--- src/inc/vpwr_pkg.sv ---
// constants, register map and state type of the vehicle power manager
// assumes a 50 MHz system clock and a word-addressed avalon-mm slave port
`default_nettype none

package vpwr_pkg;

	// ==================================================================
	// clock and timebase
	localparam int unsigned CLK_PERIOD_NS = 20;
	localparam int unsigned TICK_PERIOD_MS = 1000;
	localparam int unsigned TICK_CYC = TICK_PERIOD_MS * 1000000 / CLK_PERIOD_NS;

	// ==================================================================
	// widths
	localparam int unsigned DLY_W = 15;
	localparam int unsigned THR_W = 12;
	localparam int unsigned ADR_W = 4;

	// ==================================================================
	// register word indices (byte address = 4 * index)
	localparam logic [ADR_W-1:0] REG_CTRL     = 4'h0;
	localparam logic [ADR_W-1:0] REG_STATUS   = 4'h1;
	localparam logic [ADR_W-1:0] REG_IRQ_STAT = 4'h2;
	localparam logic [ADR_W-1:0] REG_IRQ_MASK = 4'h3;
	localparam logic [ADR_W-1:0] REG_ON_DLY   = 4'h4;
	localparam logic [ADR_W-1:0] REG_WARN_DLY = 4'h5;
	localparam logic [ADR_W-1:0] REG_HARD_DLY = 4'h6;
	localparam logic [ADR_W-1:0] REG_LOW_DLY  = 4'h7;
	localparam logic [ADR_W-1:0] REG_LOWH_DLY = 4'h8;
	localparam logic [ADR_W-1:0] REG_THRESH   = 4'h9;
	localparam logic [ADR_W-1:0] REG_COUNT    = 4'ha;

	// ==================================================================
	// field positions
	localparam int unsigned CTRL_MODE24 = 0;
	localparam int unsigned ST_POWER    = 0;
	localparam int unsigned ST_IGN      = 1;
	localparam int unsigned ST_BATLOW   = 2;
	localparam int unsigned ST_STATE    = 4;
	localparam int unsigned IRQ_W       = 4;
	localparam int unsigned EV_BUTTON   = 0;
	localparam int unsigned EV_PWR_ON   = 1;
	localparam int unsigned EV_PWR_OFF  = 2;
	localparam int unsigned EV_BATLOW   = 3;

	// ==================================================================
	// defaults and limits; delays in seconds, thresholds in 10 mV
	localparam logic [DLY_W-1:0] ON_DLY_RST   = 15'h0002;
	localparam logic [DLY_W-1:0] WARN_DLY_RST = 15'h0005;
	localparam logic [DLY_W-1:0] HARD_DLY_RST = 15'h003c;
	localparam logic [DLY_W-1:0] LOW_DLY_RST  = 15'h001e;
	localparam logic [DLY_W-1:0] LOWH_DLY_RST = 15'h003c;
	localparam logic [DLY_W-1:0] DLY_MIN      = 15'h0001;
	localparam logic [DLY_W-1:0] IGN_DLY_MAX  = 15'h4650;
	localparam logic [DLY_W-1:0] LOW_DLY_MAX  = 15'h0e10;
	localparam logic [THR_W-1:0] THR12_RST    = 12'h476;
	localparam logic [THR_W-1:0] THR12_MIN    = 12'h3f1;
	localparam logic [THR_W-1:0] THR12_MAX    = 12'h4c9;
	localparam logic [THR_W-1:0] THR24_RST    = 12'h8c4;
	localparam logic [THR_W-1:0] THR24_MIN    = 12'h83f;
	localparam logic [THR_W-1:0] THR24_MAX    = 12'h918;
	localparam logic [IRQ_W-1:0] IRQ_MASK_RST = 4'h0;

	// ==================================================================
	// sequencer states
	typedef enum logic [2:0] {
		ST_OFF,
		ST_ON_WAIT,
		ST_ON,
		ST_OFF_WARN,
		ST_HARD_OFF,
		ST_LOW_WARN,
		ST_LOW_HARD
	} vpwr_state_t;

endpackage

`default_nettype wire

--- src/rtl/vpwr_sync.sv ---
// two-flop synchroniser for one asynchronous level
// assumes the input is a slow level such as the ignition line
`default_nettype none

module vpwr_sync (
	// clock and reset
	input  wire logic clk_i,
	input  wire logic rst_i,
	// level in and out
	input  wire logic d_i,
	output logic      q_o
);

	// ==================================================================
	// flops
	logic meta_q;

	always_ff @(posedge clk_i or posedge rst_i) begin
		if (rst_i) begin
			meta_q <= 1'b0;
			q_o    <= 1'b0;
		end else begin
			meta_q <= d_i;
			q_o    <= meta_q;
		end
	end

endmodule

`default_nettype wire

--- src/rtl/vpwr_tick.sv ---
// one-second timebase: one-cycle enable pulse every DIV clocks
// assumes clr_i restarts the second so a fresh countdown gets full seconds
`default_nettype none

module vpwr_tick #(
	parameter int unsigned DIV = 50000000
) (
	// clock and reset
	input  wire logic clk_i,
	input  wire logic rst_i,
	// control and tick
	input  wire logic clr_i,
	output logic      tick_o
);

	// ==================================================================
	// divider
	logic [31:0] cnt_q;

	always_ff @(posedge clk_i or posedge rst_i) begin
		if (rst_i) begin
			cnt_q  <= 32'h0;
			tick_o <= 1'b0;
		end else if (clr_i) begin
			cnt_q  <= 32'h0;
			tick_o <= 1'b0;
		end else if (cnt_q == 32'(DIV - 1)) begin
			cnt_q  <= 32'h0;
			tick_o <= 1'b1;
		end else begin
			cnt_q  <= cnt_q + 32'h1;
			tick_o <= 1'b0;
		end
	end

endmodule

`default_nettype wire

--- src/rtl/vpwr_manager.sv ---
// vehicle power manager: ignition and battery driven power sequencer
// assumes battery_i is a 10 mV code from same-clock logic, ignition is a pin
`default_nettype none

module vpwr_manager
	import vpwr_pkg::*;
#(
	parameter int unsigned TICK_DIV = TICK_CYC
) (
	// clock and reset
	input  wire logic                    clk_i,
	input  wire logic                    rst_i,
	// avalon-mm slave
	input  wire logic [ADR_W-1:0]        avs_address_i,
	input  wire logic                    avs_read_i,
	input  wire logic                    avs_write_i,
	input  wire logic [31:0]             avs_writedata_i,
	input  wire logic [3:0]              avs_byteenable_i,
	output logic      [31:0]             avs_readdata_o,
	output logic                         avs_waitrequest_o,
	// vehicle side
	input  wire logic                    ignition_i,
	input  wire logic [THR_W-1:0]        battery_i,
	output logic                         sys_power_o,
	// host side
	output logic                         pwr_button_o,
	output logic                         irq_o
);

	// ==================================================================
	// functions
	function automatic logic [DLY_W-1:0] clamp_dly(input logic [31:0] v,
	                                               input logic [DLY_W-1:0] hi);
		if (v < 32'(DLY_MIN))
			return DLY_MIN;
		else if (v > 32'(hi))
			return hi;
		else
			return v[DLY_W-1:0];
	endfunction

	function automatic logic [THR_W-1:0] clamp_thr(input logic [31:0] v,
	                                               input logic mode24);
		logic [THR_W-1:0] lo;
		logic [THR_W-1:0] hi;
		lo = mode24 ? THR24_MIN : THR12_MIN;
		hi = mode24 ? THR24_MAX : THR12_MAX;
		if (v < 32'(lo))
			return lo;
		else if (v > 32'(hi))
			return hi;
		else
			return v[THR_W-1:0];
	endfunction

	// ==================================================================
	// declarations
	logic              ign_s;
	logic              tick;
	logic              bus_req;
	logic              bus_do;
	logic              wr_en;
	logic              rd_stat;
	logic              expire;
	logic              bat_low;
	logic              state_chg;
	logic [31:0]       rd_mux;
	logic [IRQ_W-1:0]  ev;
	logic              forced_cut;
	logic [IRQ_W-1:0]  stat_clr;
	logic [IRQ_W-1:0]  stat_d;

	vpwr_state_t       state_q;
	vpwr_state_t       state_d;
	logic [DLY_W-1:0]  cnt_q;
	logic              rearm_q;
	logic              mode24_q;
	logic [DLY_W-1:0]  on_dly_q;
	logic [DLY_W-1:0]  warn_dly_q;
	logic [DLY_W-1:0]  hard_dly_q;
	logic [DLY_W-1:0]  low_dly_q;
	logic [DLY_W-1:0]  lowh_dly_q;
	logic [THR_W-1:0]  thr_q;
	logic [IRQ_W-1:0]  irq_stat_q;
	logic [IRQ_W-1:0]  irq_mask_q;

	// ==================================================================
	// ignition pin and timebase
	vpwr_sync u_ign_sync (
		.clk_i (clk_i),
		.rst_i (rst_i),
		.d_i   (ignition_i),
		.q_o   (ign_s)
	);

	// restart the second on each stage change so no countdown runs short
	assign state_chg = (state_d != state_q);

	vpwr_tick #(
		.DIV (TICK_DIV)
	) u_tick (
		.clk_i  (clk_i),
		.rst_i  (rst_i),
		.clr_i  (state_chg),
		.tick_o (tick)
	);

	// ==================================================================
	// bus handshake: one wait cycle, access lands when waitrequest is low
	assign bus_req = avs_read_i | avs_write_i;
	assign bus_do  = bus_req & ~avs_waitrequest_o;
	assign wr_en   = bus_do & avs_write_i & (&avs_byteenable_i);
	assign rd_stat = bus_do & avs_read_i & (avs_address_i == REG_IRQ_STAT);

	always_ff @(posedge clk_i or posedge rst_i) begin
		if (rst_i) begin
			avs_waitrequest_o <= 1'b1;
		end else begin
			avs_waitrequest_o <= ~(bus_req & avs_waitrequest_o);
		end
	end

	always_comb begin
		rd_mux = 32'h0;
		case (avs_address_i)
			REG_CTRL:     rd_mux[CTRL_MODE24] = mode24_q;
			REG_STATUS: begin
				rd_mux[ST_POWER]          = sys_power_o;
				rd_mux[ST_IGN]            = ign_s;
				rd_mux[ST_BATLOW]         = bat_low;
				rd_mux[ST_STATE +: 3]     = state_q;
			end
			REG_IRQ_STAT: rd_mux[IRQ_W-1:0] = irq_stat_q;
			REG_IRQ_MASK: rd_mux[IRQ_W-1:0] = irq_mask_q;
			REG_ON_DLY:   rd_mux[DLY_W-1:0] = on_dly_q;
			REG_WARN_DLY: rd_mux[DLY_W-1:0] = warn_dly_q;
			REG_HARD_DLY: rd_mux[DLY_W-1:0] = hard_dly_q;
			REG_LOW_DLY:  rd_mux[DLY_W-1:0] = low_dly_q;
			REG_LOWH_DLY: rd_mux[DLY_W-1:0] = lowh_dly_q;
			REG_THRESH:   rd_mux[THR_W-1:0] = thr_q;
			REG_COUNT:    rd_mux[DLY_W-1:0] = cnt_q;
			default:      rd_mux = 32'h0;
		endcase
	end

	// read data sampled when waitrequest drops, held for the master
	always_ff @(posedge clk_i or posedge rst_i) begin
		if (rst_i) begin
			avs_readdata_o <= 32'h0;
		end else if (bus_req & avs_waitrequest_o & avs_read_i) begin
			avs_readdata_o <= rd_mux;
		end
	end

	// ==================================================================
	// programmable parameters
	always_ff @(posedge clk_i or posedge rst_i) begin
		if (rst_i) begin
			mode24_q   <= 1'b0;
			on_dly_q   <= ON_DLY_RST;
			warn_dly_q <= WARN_DLY_RST;
			hard_dly_q <= HARD_DLY_RST;
			low_dly_q  <= LOW_DLY_RST;
			lowh_dly_q <= LOWH_DLY_RST;
			thr_q      <= THR12_RST;
			irq_mask_q <= IRQ_MASK_RST;
		end else if (wr_en) begin
			case (avs_address_i)
				REG_CTRL: begin
					// a mode change picks that mode's default threshold
					mode24_q <= avs_writedata_i[CTRL_MODE24];
					if (avs_writedata_i[CTRL_MODE24] != mode24_q)
						thr_q <= avs_writedata_i[CTRL_MODE24] ? THR24_RST : THR12_RST;
				end
				REG_IRQ_MASK: irq_mask_q <= avs_writedata_i[IRQ_W-1:0];
				REG_ON_DLY:   on_dly_q   <= clamp_dly(avs_writedata_i, IGN_DLY_MAX);
				REG_WARN_DLY: warn_dly_q <= clamp_dly(avs_writedata_i, IGN_DLY_MAX);
				REG_HARD_DLY: hard_dly_q <= clamp_dly(avs_writedata_i, IGN_DLY_MAX);
				REG_LOW_DLY:  low_dly_q  <= clamp_dly(avs_writedata_i, LOW_DLY_MAX);
				REG_LOWH_DLY: lowh_dly_q <= clamp_dly(avs_writedata_i, LOW_DLY_MAX);
				REG_THRESH:   thr_q      <= clamp_thr(avs_writedata_i, mode24_q);
				default: begin
				end
			endcase
		end
	end

	// ==================================================================
	// sequencer
	assign bat_low = (battery_i < thr_q);
	assign expire  = tick & (cnt_q == DLY_MIN);

	always_comb begin
		state_d = state_q;
		case (state_q)
			ST_OFF:
				if (ign_s & rearm_q)
					state_d = ST_ON_WAIT;
			ST_ON_WAIT:
				if (!ign_s)
					state_d = ST_OFF;
				else if (expire)
					state_d = ST_ON;
			ST_ON:
				if (!ign_s)
					state_d = ST_OFF_WARN;
				else if (bat_low)
					state_d = ST_LOW_WARN;
			ST_OFF_WARN:
				if (ign_s)
					state_d = ST_ON;
				else if (expire)
					state_d = ST_HARD_OFF;
			ST_HARD_OFF:
				// ignition is not looked at here on purpose
				if (expire)
					state_d = ST_OFF;
			ST_LOW_WARN:
				if (!bat_low)
					state_d = ST_ON;
				else if (expire)
					state_d = ST_LOW_HARD;
			ST_LOW_HARD:
				if (expire)
					state_d = ST_OFF;
			default:
				state_d = ST_OFF;
		endcase
	end

	always_ff @(posedge clk_i or posedge rst_i) begin
		if (rst_i) begin
			state_q <= ST_OFF;
		end else begin
			state_q <= state_d;
		end
	end

	// countdown: loaded on entry, so a re-entered warning starts full
	always_ff @(posedge clk_i or posedge rst_i) begin
		if (rst_i) begin
			cnt_q <= DLY_MIN;
		end else if (state_chg) begin
			case (state_d)
				ST_ON_WAIT:  cnt_q <= on_dly_q;
				ST_OFF_WARN: cnt_q <= warn_dly_q;
				ST_HARD_OFF: cnt_q <= hard_dly_q;
				ST_LOW_WARN: cnt_q <= low_dly_q;
				ST_LOW_HARD: cnt_q <= lowh_dly_q;
				default:     cnt_q <= DLY_MIN;
			endcase
		end else if (tick & (cnt_q != DLY_MIN)) begin
			cnt_q <= cnt_q - DLY_MIN;
		end
	end

	// ==================================================================
	// rearm
	// any return to off except an aborted power-up is a forced cut
	assign forced_cut = state_chg & (state_d == ST_OFF) & (state_q != ST_ON_WAIT);

	// after a forced cut the ignition must drop before a new power-up
	always_ff @(posedge clk_i or posedge rst_i) begin
		if (rst_i) begin
			rearm_q <= 1'b1;
		end else if (forced_cut) begin
			rearm_q <= 1'b0;
		end else if (!ign_s) begin
			rearm_q <= 1'b1;
		end
	end

	// ==================================================================
	// outputs
	always_ff @(posedge clk_i or posedge rst_i) begin
		if (rst_i) begin
			sys_power_o <= 1'b0;
		end else begin
			sys_power_o <= (state_d != ST_OFF) & (state_d != ST_ON_WAIT);
		end
	end

	// button press held from the event until the next second tick
	always_ff @(posedge clk_i or posedge rst_i) begin
		if (rst_i) begin
			pwr_button_o <= 1'b0;
		end else if (ev[EV_BUTTON]) begin
			pwr_button_o <= 1'b1;
		end else if (tick) begin
			pwr_button_o <= 1'b0;
		end
	end

	// ==================================================================
	// interrupts: sticky, cleared by reading, set wins over the clear
	always_comb begin
		ev             = '0;
		ev[EV_BUTTON]  = state_chg & ((state_d == ST_HARD_OFF) | (state_d == ST_LOW_HARD));
		ev[EV_PWR_ON]  = state_chg & (state_q == ST_ON_WAIT) & (state_d == ST_ON);
		ev[EV_PWR_OFF] = forced_cut;
		ev[EV_BATLOW]  = state_chg & (state_d == ST_LOW_WARN);
	end

	// a read clears only the bits it returned, so an event landing
	// in the wait cycle survives; a new event still beats the clear
	assign stat_clr = rd_stat ? avs_readdata_o[IRQ_W-1:0] : '0;
	assign stat_d   = (irq_stat_q & ~stat_clr) | ev;

	always_ff @(posedge clk_i or posedge rst_i) begin
		if (rst_i) begin
			irq_stat_q <= '0;
		end else begin
			irq_stat_q <= stat_d;
		end
	end

	always_ff @(posedge clk_i or posedge rst_i) begin
		if (rst_i) begin
			irq_o <= 1'b0;
		end else begin
			irq_o <= |(stat_d & irq_mask_q);
		end
	end

endmodule

`default_nettype wire

--- config.mk ---
export PLATFORM = sky130hd
export DESIGN_NAME = vpwr_manager
export DESIGN_NICKNAME = d
export VERILOG_FILES = /design/src/inc/vpwr_pkg.sv /design/src/rtl/vpwr_sync.sv /design/src/rtl/vpwr_tick.sv /design/src/rtl/vpwr_manager.sv
export SDC_FILE = /design/constraint.sdc
export NUM_CORES = 1
export LEC_CHECK = 0
export ABC_AREA = 1
export BUFFER_PORTS_ARGS = -buffer_cell sky130_fd_sc_hd__buf_2
export CORE_UTILIZATION = 50
export CTS_BUF_LIST = sky130_fd_sc_hd__clkbuf_8
export DETAILED_ROUTE_END_ITERATION = 16
export HOLD_SLACK_MARGIN = 0.12
export PLACE_DENSITY = 0.73
export RECOVER_POWER = 100
export SYNTH_ARGS = -nofsm -noshare
export SYNTH_HDL_FRONTEND = slang
export SYNTH_SLANG_ARGS = --single-unit
--- constraint.sdc ---
create_clock -name clk_i -period 11.7 [get_ports clk_i]
set_input_delay 0 -clock clk_i [delete_from_list [all_inputs] [get_ports clk_i]]
set_output_delay 0 -clock clk_i [all_outputs]
set_load 0.1 [all_outputs]
==> metrics.md, run 1 <==
| Metric | Value |
|---|---|
| Final Hold Viols | `0` |
| Max FO, Critical Path | `98` |
| Synth Area in Compound Gates | `13.29%` |
| Post-synth top area cell | `dfrtp_1` |
| Post-synthesis sequential area ratio | `42.17%` |
| Combinational power share | `15.6%` |
| Routed WL | `31.34 mm` |
| Antenna diodes | `0` |
| Vias | `9685` |
| Sw power | `0.3965 mW` |
| First-pass GRT wire length | `50.37 mm` |
| Vias in the first global route | `9341` |
| ANT nets after route | `0` |
| Synth Register Bits | `169` |
| Startpoint type of the worst setup path | `primary input` |
| Synthesized instance count | `1343` |
| Maximum VDD drop | `73.42 uV` |
| Achievable Freq | `0.1642 GHz` |
| Worst-skew pair later-pin latency | `490 ps` |
| Failing checks | `max-capacitance violations, max-slew violations` |
| Worst Tran Pin Value | `4228 ps` |
| Dpl hpwl | `23.37 mm` |
| Part of the cycle the worst path needs | `52.06%` |
| CTS tree | `yes` |
| Gpl congestion | `0.9538` |
| Post-cts resize count | `0` |
| Min Clock Period, post-route | `6092 ps` |
| P&R area growth vs syn | `11.13%` |
| All-Layer GR Usage | `32.21%` |
| Post-synth EDFFs | `0` |
| Slew Limit Headroom | `-183.4%` |
| Clk buf depth | `2` |
| DRC viols | `0` |
| Crit end category | `asynchronous set/reset pin` |
| Initial antenna violation count | `0` |
| Final core utilization | `57.10%` |
| Final setup viols | `0` |
| XOR/XNOR share of the synthesized area | `2.081%` |
| TritonCTS Buffers | `17` |
| Layout cells sized above 1 | `10.73%` |
| Top-count cell post-synth | `nand2_1` |
| Initial drt markers | `895` |
| Area of the multi-input gates | `4863 sq um` |
| Asr flop ratio synth | `100.0%` |
| TritonRoute pass-1 iters | `7` |
| Max_cap viols | `2` |
| Port Buffer Count | `75` |
| Post-synthesis mux area share | `0%` |
| Grt total ovfl | `0` |
| Largest net degree at the start of global routing | `99` |
| Top-area cell type share of the netlist area | `35.93%` |
| Clock power share | `34.7%` |
| Die Ht | `144.1 um` |
| # IOs | `93` |
| Hold crit path type | `in2reg` |
| Clock skew | `16.20 ps` |
| Power Dens Cells | `110.8 nW/um^2` |
| Register area | `4259 sq um` |
| Seq pwr share | `49.6%` |
| Leak | `5.259 nW` |
| Adder-cell share of the synthesized area | `3.221%` |
| Cell Rows | `51` |
| Via density | `5.664` |
| Dominant cells by area after synthesis | `dfrtp_1, nand2_1, inv_1` |
| H-tree levels | `4` |
| Largest family of logic cells by synthesized area | `simple AND/OR/NAND/NOR gates` |
| Core area | `19650 sq um` |
| Synth Flop Type | `dfrtp_1` |
| Top cells by count, synth | `nand2_1, inv_1, dfrtp_1` |
| WS Path Type | `in2async` |
| Starting density of the core | `51.39%` |
| Number of fill cells | `1939` |
| RSZ-0062 raised after global routing | `false` |
| Avg Cell Area, Syn | `7.520 sq um` |
| Root Buffer Master | `clkbuf_8` |
| Post-Synthesis Cell Area | `10100 sq um` |
| Unique masters post-synth | `54` |
| Drt wl/cell | `18.33 um` |
| Clock sink total | `169` |
| Max-slew violation count | `172` |
| Die W | `144.1 um` |
| Ys Warns | `0` |
| Setup TNS | `0 ps` |
| Critical Path AT | `5830 ps` |
| Nets | `1515` |
| Die Area | `20770 sq um` |
| Final Hold Slack | `151.9 ps` |
| Int Pwr | `0.8470 mW` |
| Outcome | `finished, violations left` |
| Worst path required time | `11430 ps` |
| Switching share of power | `31.88%` |
| Synth Area in Simple Gates | `29.20%` |
| Reg clk slew, reported paths | `90 ps` |
sequential cells by signal (all words and copies together), names as in the netlist, 3 cells and up:
register        count
cnt_q              15
on_dly_q           15
lowh_dly_q         15
state_q             3
warn_dly_q         15
avs_readdata_o     15
u_tick.cnt_q       32
hard_dly_q         15
low_dly_q          15
thr_q              12
irq_mask_q          4
irq_stat_q          4
logic make-up (layout without fill, tap and decap cells):
logic type	count (synthesis)	in the layout
other	1	17
xor gates and xnor gates	24	24
and+or+nand+nor	661	661
AOI/OAI and AO/OA	224	224
buffers and inverters	238	324
adders and majority gates	26	26
DFF	169	169
path summary, 6_finish.rpt:
path,from,endpoint,slack (ps),depth (start not counted)
setup / recovery,rst_i,on_dly_q[9],5610,4
hold / removal,ignition_i,u_ign_sync.meta_q,150,2
setup reg to reg,thr_q[10],u_tick.cnt_q[25],6360,17
hold reg to reg,u_ign_sync.meta_q,u_ign_sync.q_o,360,0
max in group clk_i,thr_q[10],u_tick.cnt_q[25],6360,17
min in group asynchronous,rst_i,irq_o,1300,3
cell usage in the layout, fill, tap and decap left out, drive strengths merged, types with 4 or more instances in the layout:
master | synthesis | layout
o22ai | 22 | 22
nor4 | 11 | 11
clkinv | 3 | 7
buf | 33 | 59
nand2 | 342 | 342
dlygate4sd3 | 0 | 29
nor2 | 151 | 151
dfrtp | 145 | 145
clkbuf | 24 | 42
o21ai | 103 | 103
a31oi | 14 | 14
nand3 | 70 | 70
nor3 | 26 | 26
a21oi | 33 | 33
xor2 | 19 | 19
o211ai | 6 | 6
dfstp | 24 | 24
o2111ai | 4 | 4
conb | 1 | 17
a221oi | 17 | 17
nand4 | 54 | 54
inv | 178 | 183
ha | 26 | 26
a211oi | 4 | 4
xnor2 | 5 | 5
through the flow:
step	total power, mW	worst slack (ps)	cell area, sq um	cells
global route	1.287	4165	11220	1710
finish	1.243	5608	11220	1710
detailed placement	0.8170	8308	10600	1649
CTS	1.252	8285	11300	1710
global placement	0.8146	8413	10600	1649
floorplan	0.7704	7165	10160	1359
worst max-delay path, cell delays in order:
cell and delay, ps:
dlygate4sd3_1 530, buf_2 120, clkinvlp_2 2320, clkbuf_1 2770
cell type report:
type / instances / area share, %
Multi-Input combinational cell: 952 / 43.33
Clock inverter: 13 / 1.271
Sequential cell: 169 / 37.95
Inverter: 181 / 6.087
Timing Repair Buffer: 111 / 6.076
Tap cell: 265 / 2.954
Clock buffer: 19 / 2.330
layer usage:
| metal | vias up | global-route usage, % | wire length, um |
|---|---|---|---|
| li1 | 4594 | - | - |
| met2 | 484 | 50.24 | 14070 |
| met4 | 0 | 13.89 | 1058 |
| met1 | 4536 | 43.06 | 13340 |
| met3 | 71 | 6.987 | 2868 |
| met5 | - | 0 | 0 |
timing repair:
action                                 in CTS  in global routing
hold buffers                               29                  0
buffers inserted                            0                  0
setup endpoints to repair                   0                  0
endpoints found under the hold margin     177                  0
power groups by stage:
stage / Combinational [mW] / Clock, mW / Sequential (mW)
2_1_floorplan: 0.0866 / 0 / 0.684
3_3_place_gp: 0.188 / 0 / 0.627
3_5_place_dp: 0.190 / 0 / 0.627
4_1_cts: 0.197 / 0.439 / 0.616
5_1_grt: 0.209 / 0.459 / 0.619
6_report: 0.194 / 0.432 / 0.617
Note: power is estimated with default switching activity, not from simulation.
==> run 2: changes to the inputs <==
--- a/config.mk
+++ b/config.mk
@@ -5,7 +5,7 @@
 export SDC_FILE = /design/constraint.sdc
 export NUM_CORES = 1
 export LEC_CHECK = 0
-export ABC_AREA = 1
+export ABC_AREA = 0
 export BUFFER_PORTS_ARGS = -buffer_cell sky130_fd_sc_hd__buf_2
 export CORE_UTILIZATION = 50
 export CTS_BUF_LIST = sky130_fd_sc_hd__clkbuf_8
==> constraint.sdc (replaced) <==
create_clock -name clk_i -period 6.2 [get_ports clk_i]
set_input_delay 0 -clock clk_i [delete_from_list [all_inputs] [get_ports clk_i]]
set_output_delay 0 -clock clk_i [all_outputs]
set_load 0.1 [all_outputs]
==> metrics.md, run 2 <==
| Metric | Value |
|---|---|
| Outcome | `finished, violations left` |
| Failing checks | `max-capacitance violations, max-slew violations` |
| WS Path Type | `reg2reg` |
| Most common cell after layout, fill and taps aside | `nand2_1` |
| Final Hold Viols | `0` |
| Worst-skew pair later-pin latency | `480 ps` |
| XOR/XNOR share of the synthesized area | `3.127%` |
| Cell family with most CP delay | `compound AO/OA/AOI/OAI gates` |
| Crit end category | `flop` |
| Vias in the first global route | `8327` |
| TritonCTS Buffers | `17` |
| Dominant cells by area after synthesis | `dfrtp_1, dfstp_2, nand2_1` |
| Synth Area in Simple Gates | `20.88%` |
| Placed Area | `10020 sq um` |
| Layout cells sized above 1 | `12.42%` |
| Post-cts resize count | `0` |
| Most frequent cells in the layout | `nand2_1, dfrtp_1, o21ai_0` |
| Achievable Freq | `0.2052 GHz` |
| Synth Area in Compound Gates | `21.38%` |
| Nets | `1229` |
| Max FO, Critical Path | `18` |
| Top reg by flops | `u_tick.cnt_q` |
| Leak | `4.592 nW` |
| Max-slew violation count | `104` |
| Clk buf depth | `2` |
| Clock sink total | `169` |
| Port Buffer Count | `75` |
| Routed WL | `28.23 mm` |
| Synth Flop Type | `dfrtp_1` |
| Antenna diodes | `0` |
| Top cells by count, synth | `nand2_1, dfrtp_1, o21ai_0` |
| Worst path required time | `6620 ps` |
| Adder-cell share of the synthesized area | `3.417%` |
| Post-synth top area cell | `dfrtp_1` |
| Cell Rows | `50` |
| Dpl hpwl | `20.07 mm` |
| Crit path buffers/inverters | `2` |
| CP max-delay cell | `a311oi_1` |
| H-tree levels | `4` |
| Via density | `6.188` |
| Post-synth EDFFs | `0` |
| CTS tree | `yes` |
| Critical Path AT | `5290 ps` |
| Starting density of the core | `50.90%` |
| CP Cell Sequence | `ha_1 > or4b_1 > nor4_4 > a21oi_1 > buf_4 > a311oi_1 > inv_4 > a21oi_2 > nand3_1 > a31oi_1 > o21a_1 > o22a_1` |
| Min Clock Period, post-route | `4873 ps` |
| Asr flop ratio synth | `100.0%` |
| Placed Instances | `1329` |
| Clock skew | `16.20 ps` |
| Startpoint type of the worst setup path | `flop` |
| Grt total ovfl | `0` |
| Largest net degree at the start of global routing | `104` |
| Synthesized instance count | `1058` |
| Max FFs per register | `32` |
| Power Dens Cells | `211.0 nW/um^2` |
| Part of the cycle the worst path needs | `78.60%` |
| DRC viols | `0` |
| Final setup viols | `0` |
| Top-area cell type share of the netlist area | `38.11%` |
| Ys Warns | `0` |
| Root Buffer Master | `clkbuf_8` |
| Avg Cell Area, Syn | `9.000 sq um` |
| Vias | `8620` |
| Hold crit path type | `in2reg` |
| Critical Path Max Stage Delay | `1090 ps` |
| Top-count cell post-synth | `nand2_1` |
| Initial drt markers | `1248` |
| Die W | `140.0 um` |
| Gpl congestion | `0.9549` |
| Unique masters post-synth | `74` |
| P&R area growth vs syn | `12.48%` |
| RSZ-0062 raised after global routing | `false` |
| Worst Tran Pin Value | `4448 ps` |
| Max_cap viols | `1` |
| All-Layer GR Usage | `30.04%` |
| First-pass GRT wire length | `45.26 mm` |
| Layout Cell Area excl Fill | `10710 sq um` |
| Setup TNS | `0 ps` |
| Drt wl/cell | `20.26 um` |
| Synth Register Bits | `169` |
| Maximum VDD drop | `124.5 uV` |
| Post-Layout Cell Count | `1393` |
| # IOs | `93` |
| Post-synthesis sequential area ratio | `44.73%` |
| Final core utilization | `57.26%` |
| Slew Limit Headroom | `-198.2%` |
| Die Area | `19600 sq um` |
| Post-Synthesis Cell Area | `9522 sq um` |
| Reg clk slew, reported paths | `90 ps` |
| TritonRoute pass-1 iters | `8` |
| Core area | `18710 sq um` |
| Post-CTS Setup Repair Bufs | `0` |
| ANT nets after route | `0` |
| Die Ht | `140.0 um` |
| Post-synthesis mux area share | `1.577%` |
| Largest family of logic cells by synthesized area | `compound AO/OA/AOI/OAI gates` |
| Initial antenna violation count | `0` |
## run 2: cell types whose count changed in the layout (fill, tap and decap cells not counted), sizes merged, moves of 13 or more
cell    delta
nand2    -182
inv      -151
nor2      -65
a22oi     +37
nand4     -34
nand3     -30
a222oi    +20
a22o      +15
and2      +14
nor2b     +14
a21oi     +13
nor3      -13
## run 2: metrics by stage
step                      total power, mW  setup WS [ps]  hold slack (ps)
after global placement              1.398           2128            112.2
after CTS                           2.269           2026            155.3
after global routing                2.335          877.2            149.9
after detailed placement            1.402           2055            113.0
after floorplan                     1.336           1665            31.43
final                               2.260           1327            166.5
## run 2: area by class of cell
cell class,instances,area (sq um)
flip-flops and latches,169,4259
clock inverters,14,182.7
clock buffers,18,247.7
well taps,234,292.8
multi-input cells,807,4848
inverters,29,112.6
repair buffers,122,767.0
fillers,1670,7995
## run 2: final timing paths
kind | cells after the start | endpoint | from | slack, ps
max | 12 | cnt_q[7] | cnt_q[0] | 1330
min | 2 | u_ign_sync.meta_q | ignition_i | 170
max reg2reg | 12 | cnt_q[7] | cnt_q[0] | 1330
min reg2reg | 0 | u_ign_sync.q_o | u_ign_sync.meta_q | 360
max in group asynchronous | 4 | on_dly_q[0] | rst_i | 2500
min in group asynchronous | 3 | lowh_dly_q[11] | rst_i | 1430
## run 2: report_power, final
group	switching, mW	leakage (nW)	internal (mW)	total (mW)
Sequential	0.0210	2.21	1.12	1.15
Clock	0.417	0.223	0.446	0.863
Combinational	0.187	2.16	0.0638	0.251
Total	0.625	4.59	1.63	2.26
## run 2: cell families (layout without fill, tap and decap cells)
| kind of cell | after synthesis | count (layout) |
|---|---|---|
| AND/OR/NAND/NOR | 415 | 415 |
| AO/OA/AOI/OAI | 301 | 301 |
| flip-flops | 169 | 169 |
| buffers and inverters | 98 | 183 |
| XOR/XNOR | 34 | 34 |
| adder cells (fa/ha/maj) | 26 | 26 |
| multiplexers | 14 | 14 |
| other | 1 | 17 |
## run 2: timing repair
item                                   in CTS  in global routing
setup endpoints to repair                   0                  0
hold buffers                               32                  0
endpoints found under the hold margin     182                  0
## run 2: metal layers
metal | part of all wire (%) | track usage (%) | vias up | wire length [um]
li1 | - | - | 4015 | -
met1 | 43 | 42.21 | 4048 | 12140
met2 | 43 | 44.45 | 492 | 12070
met3 | 11 | 7.350 | 65 | 3041
met4 | 3.5 | 12.15 | 0 | 975
met5 | 0 | 0 | - | 0
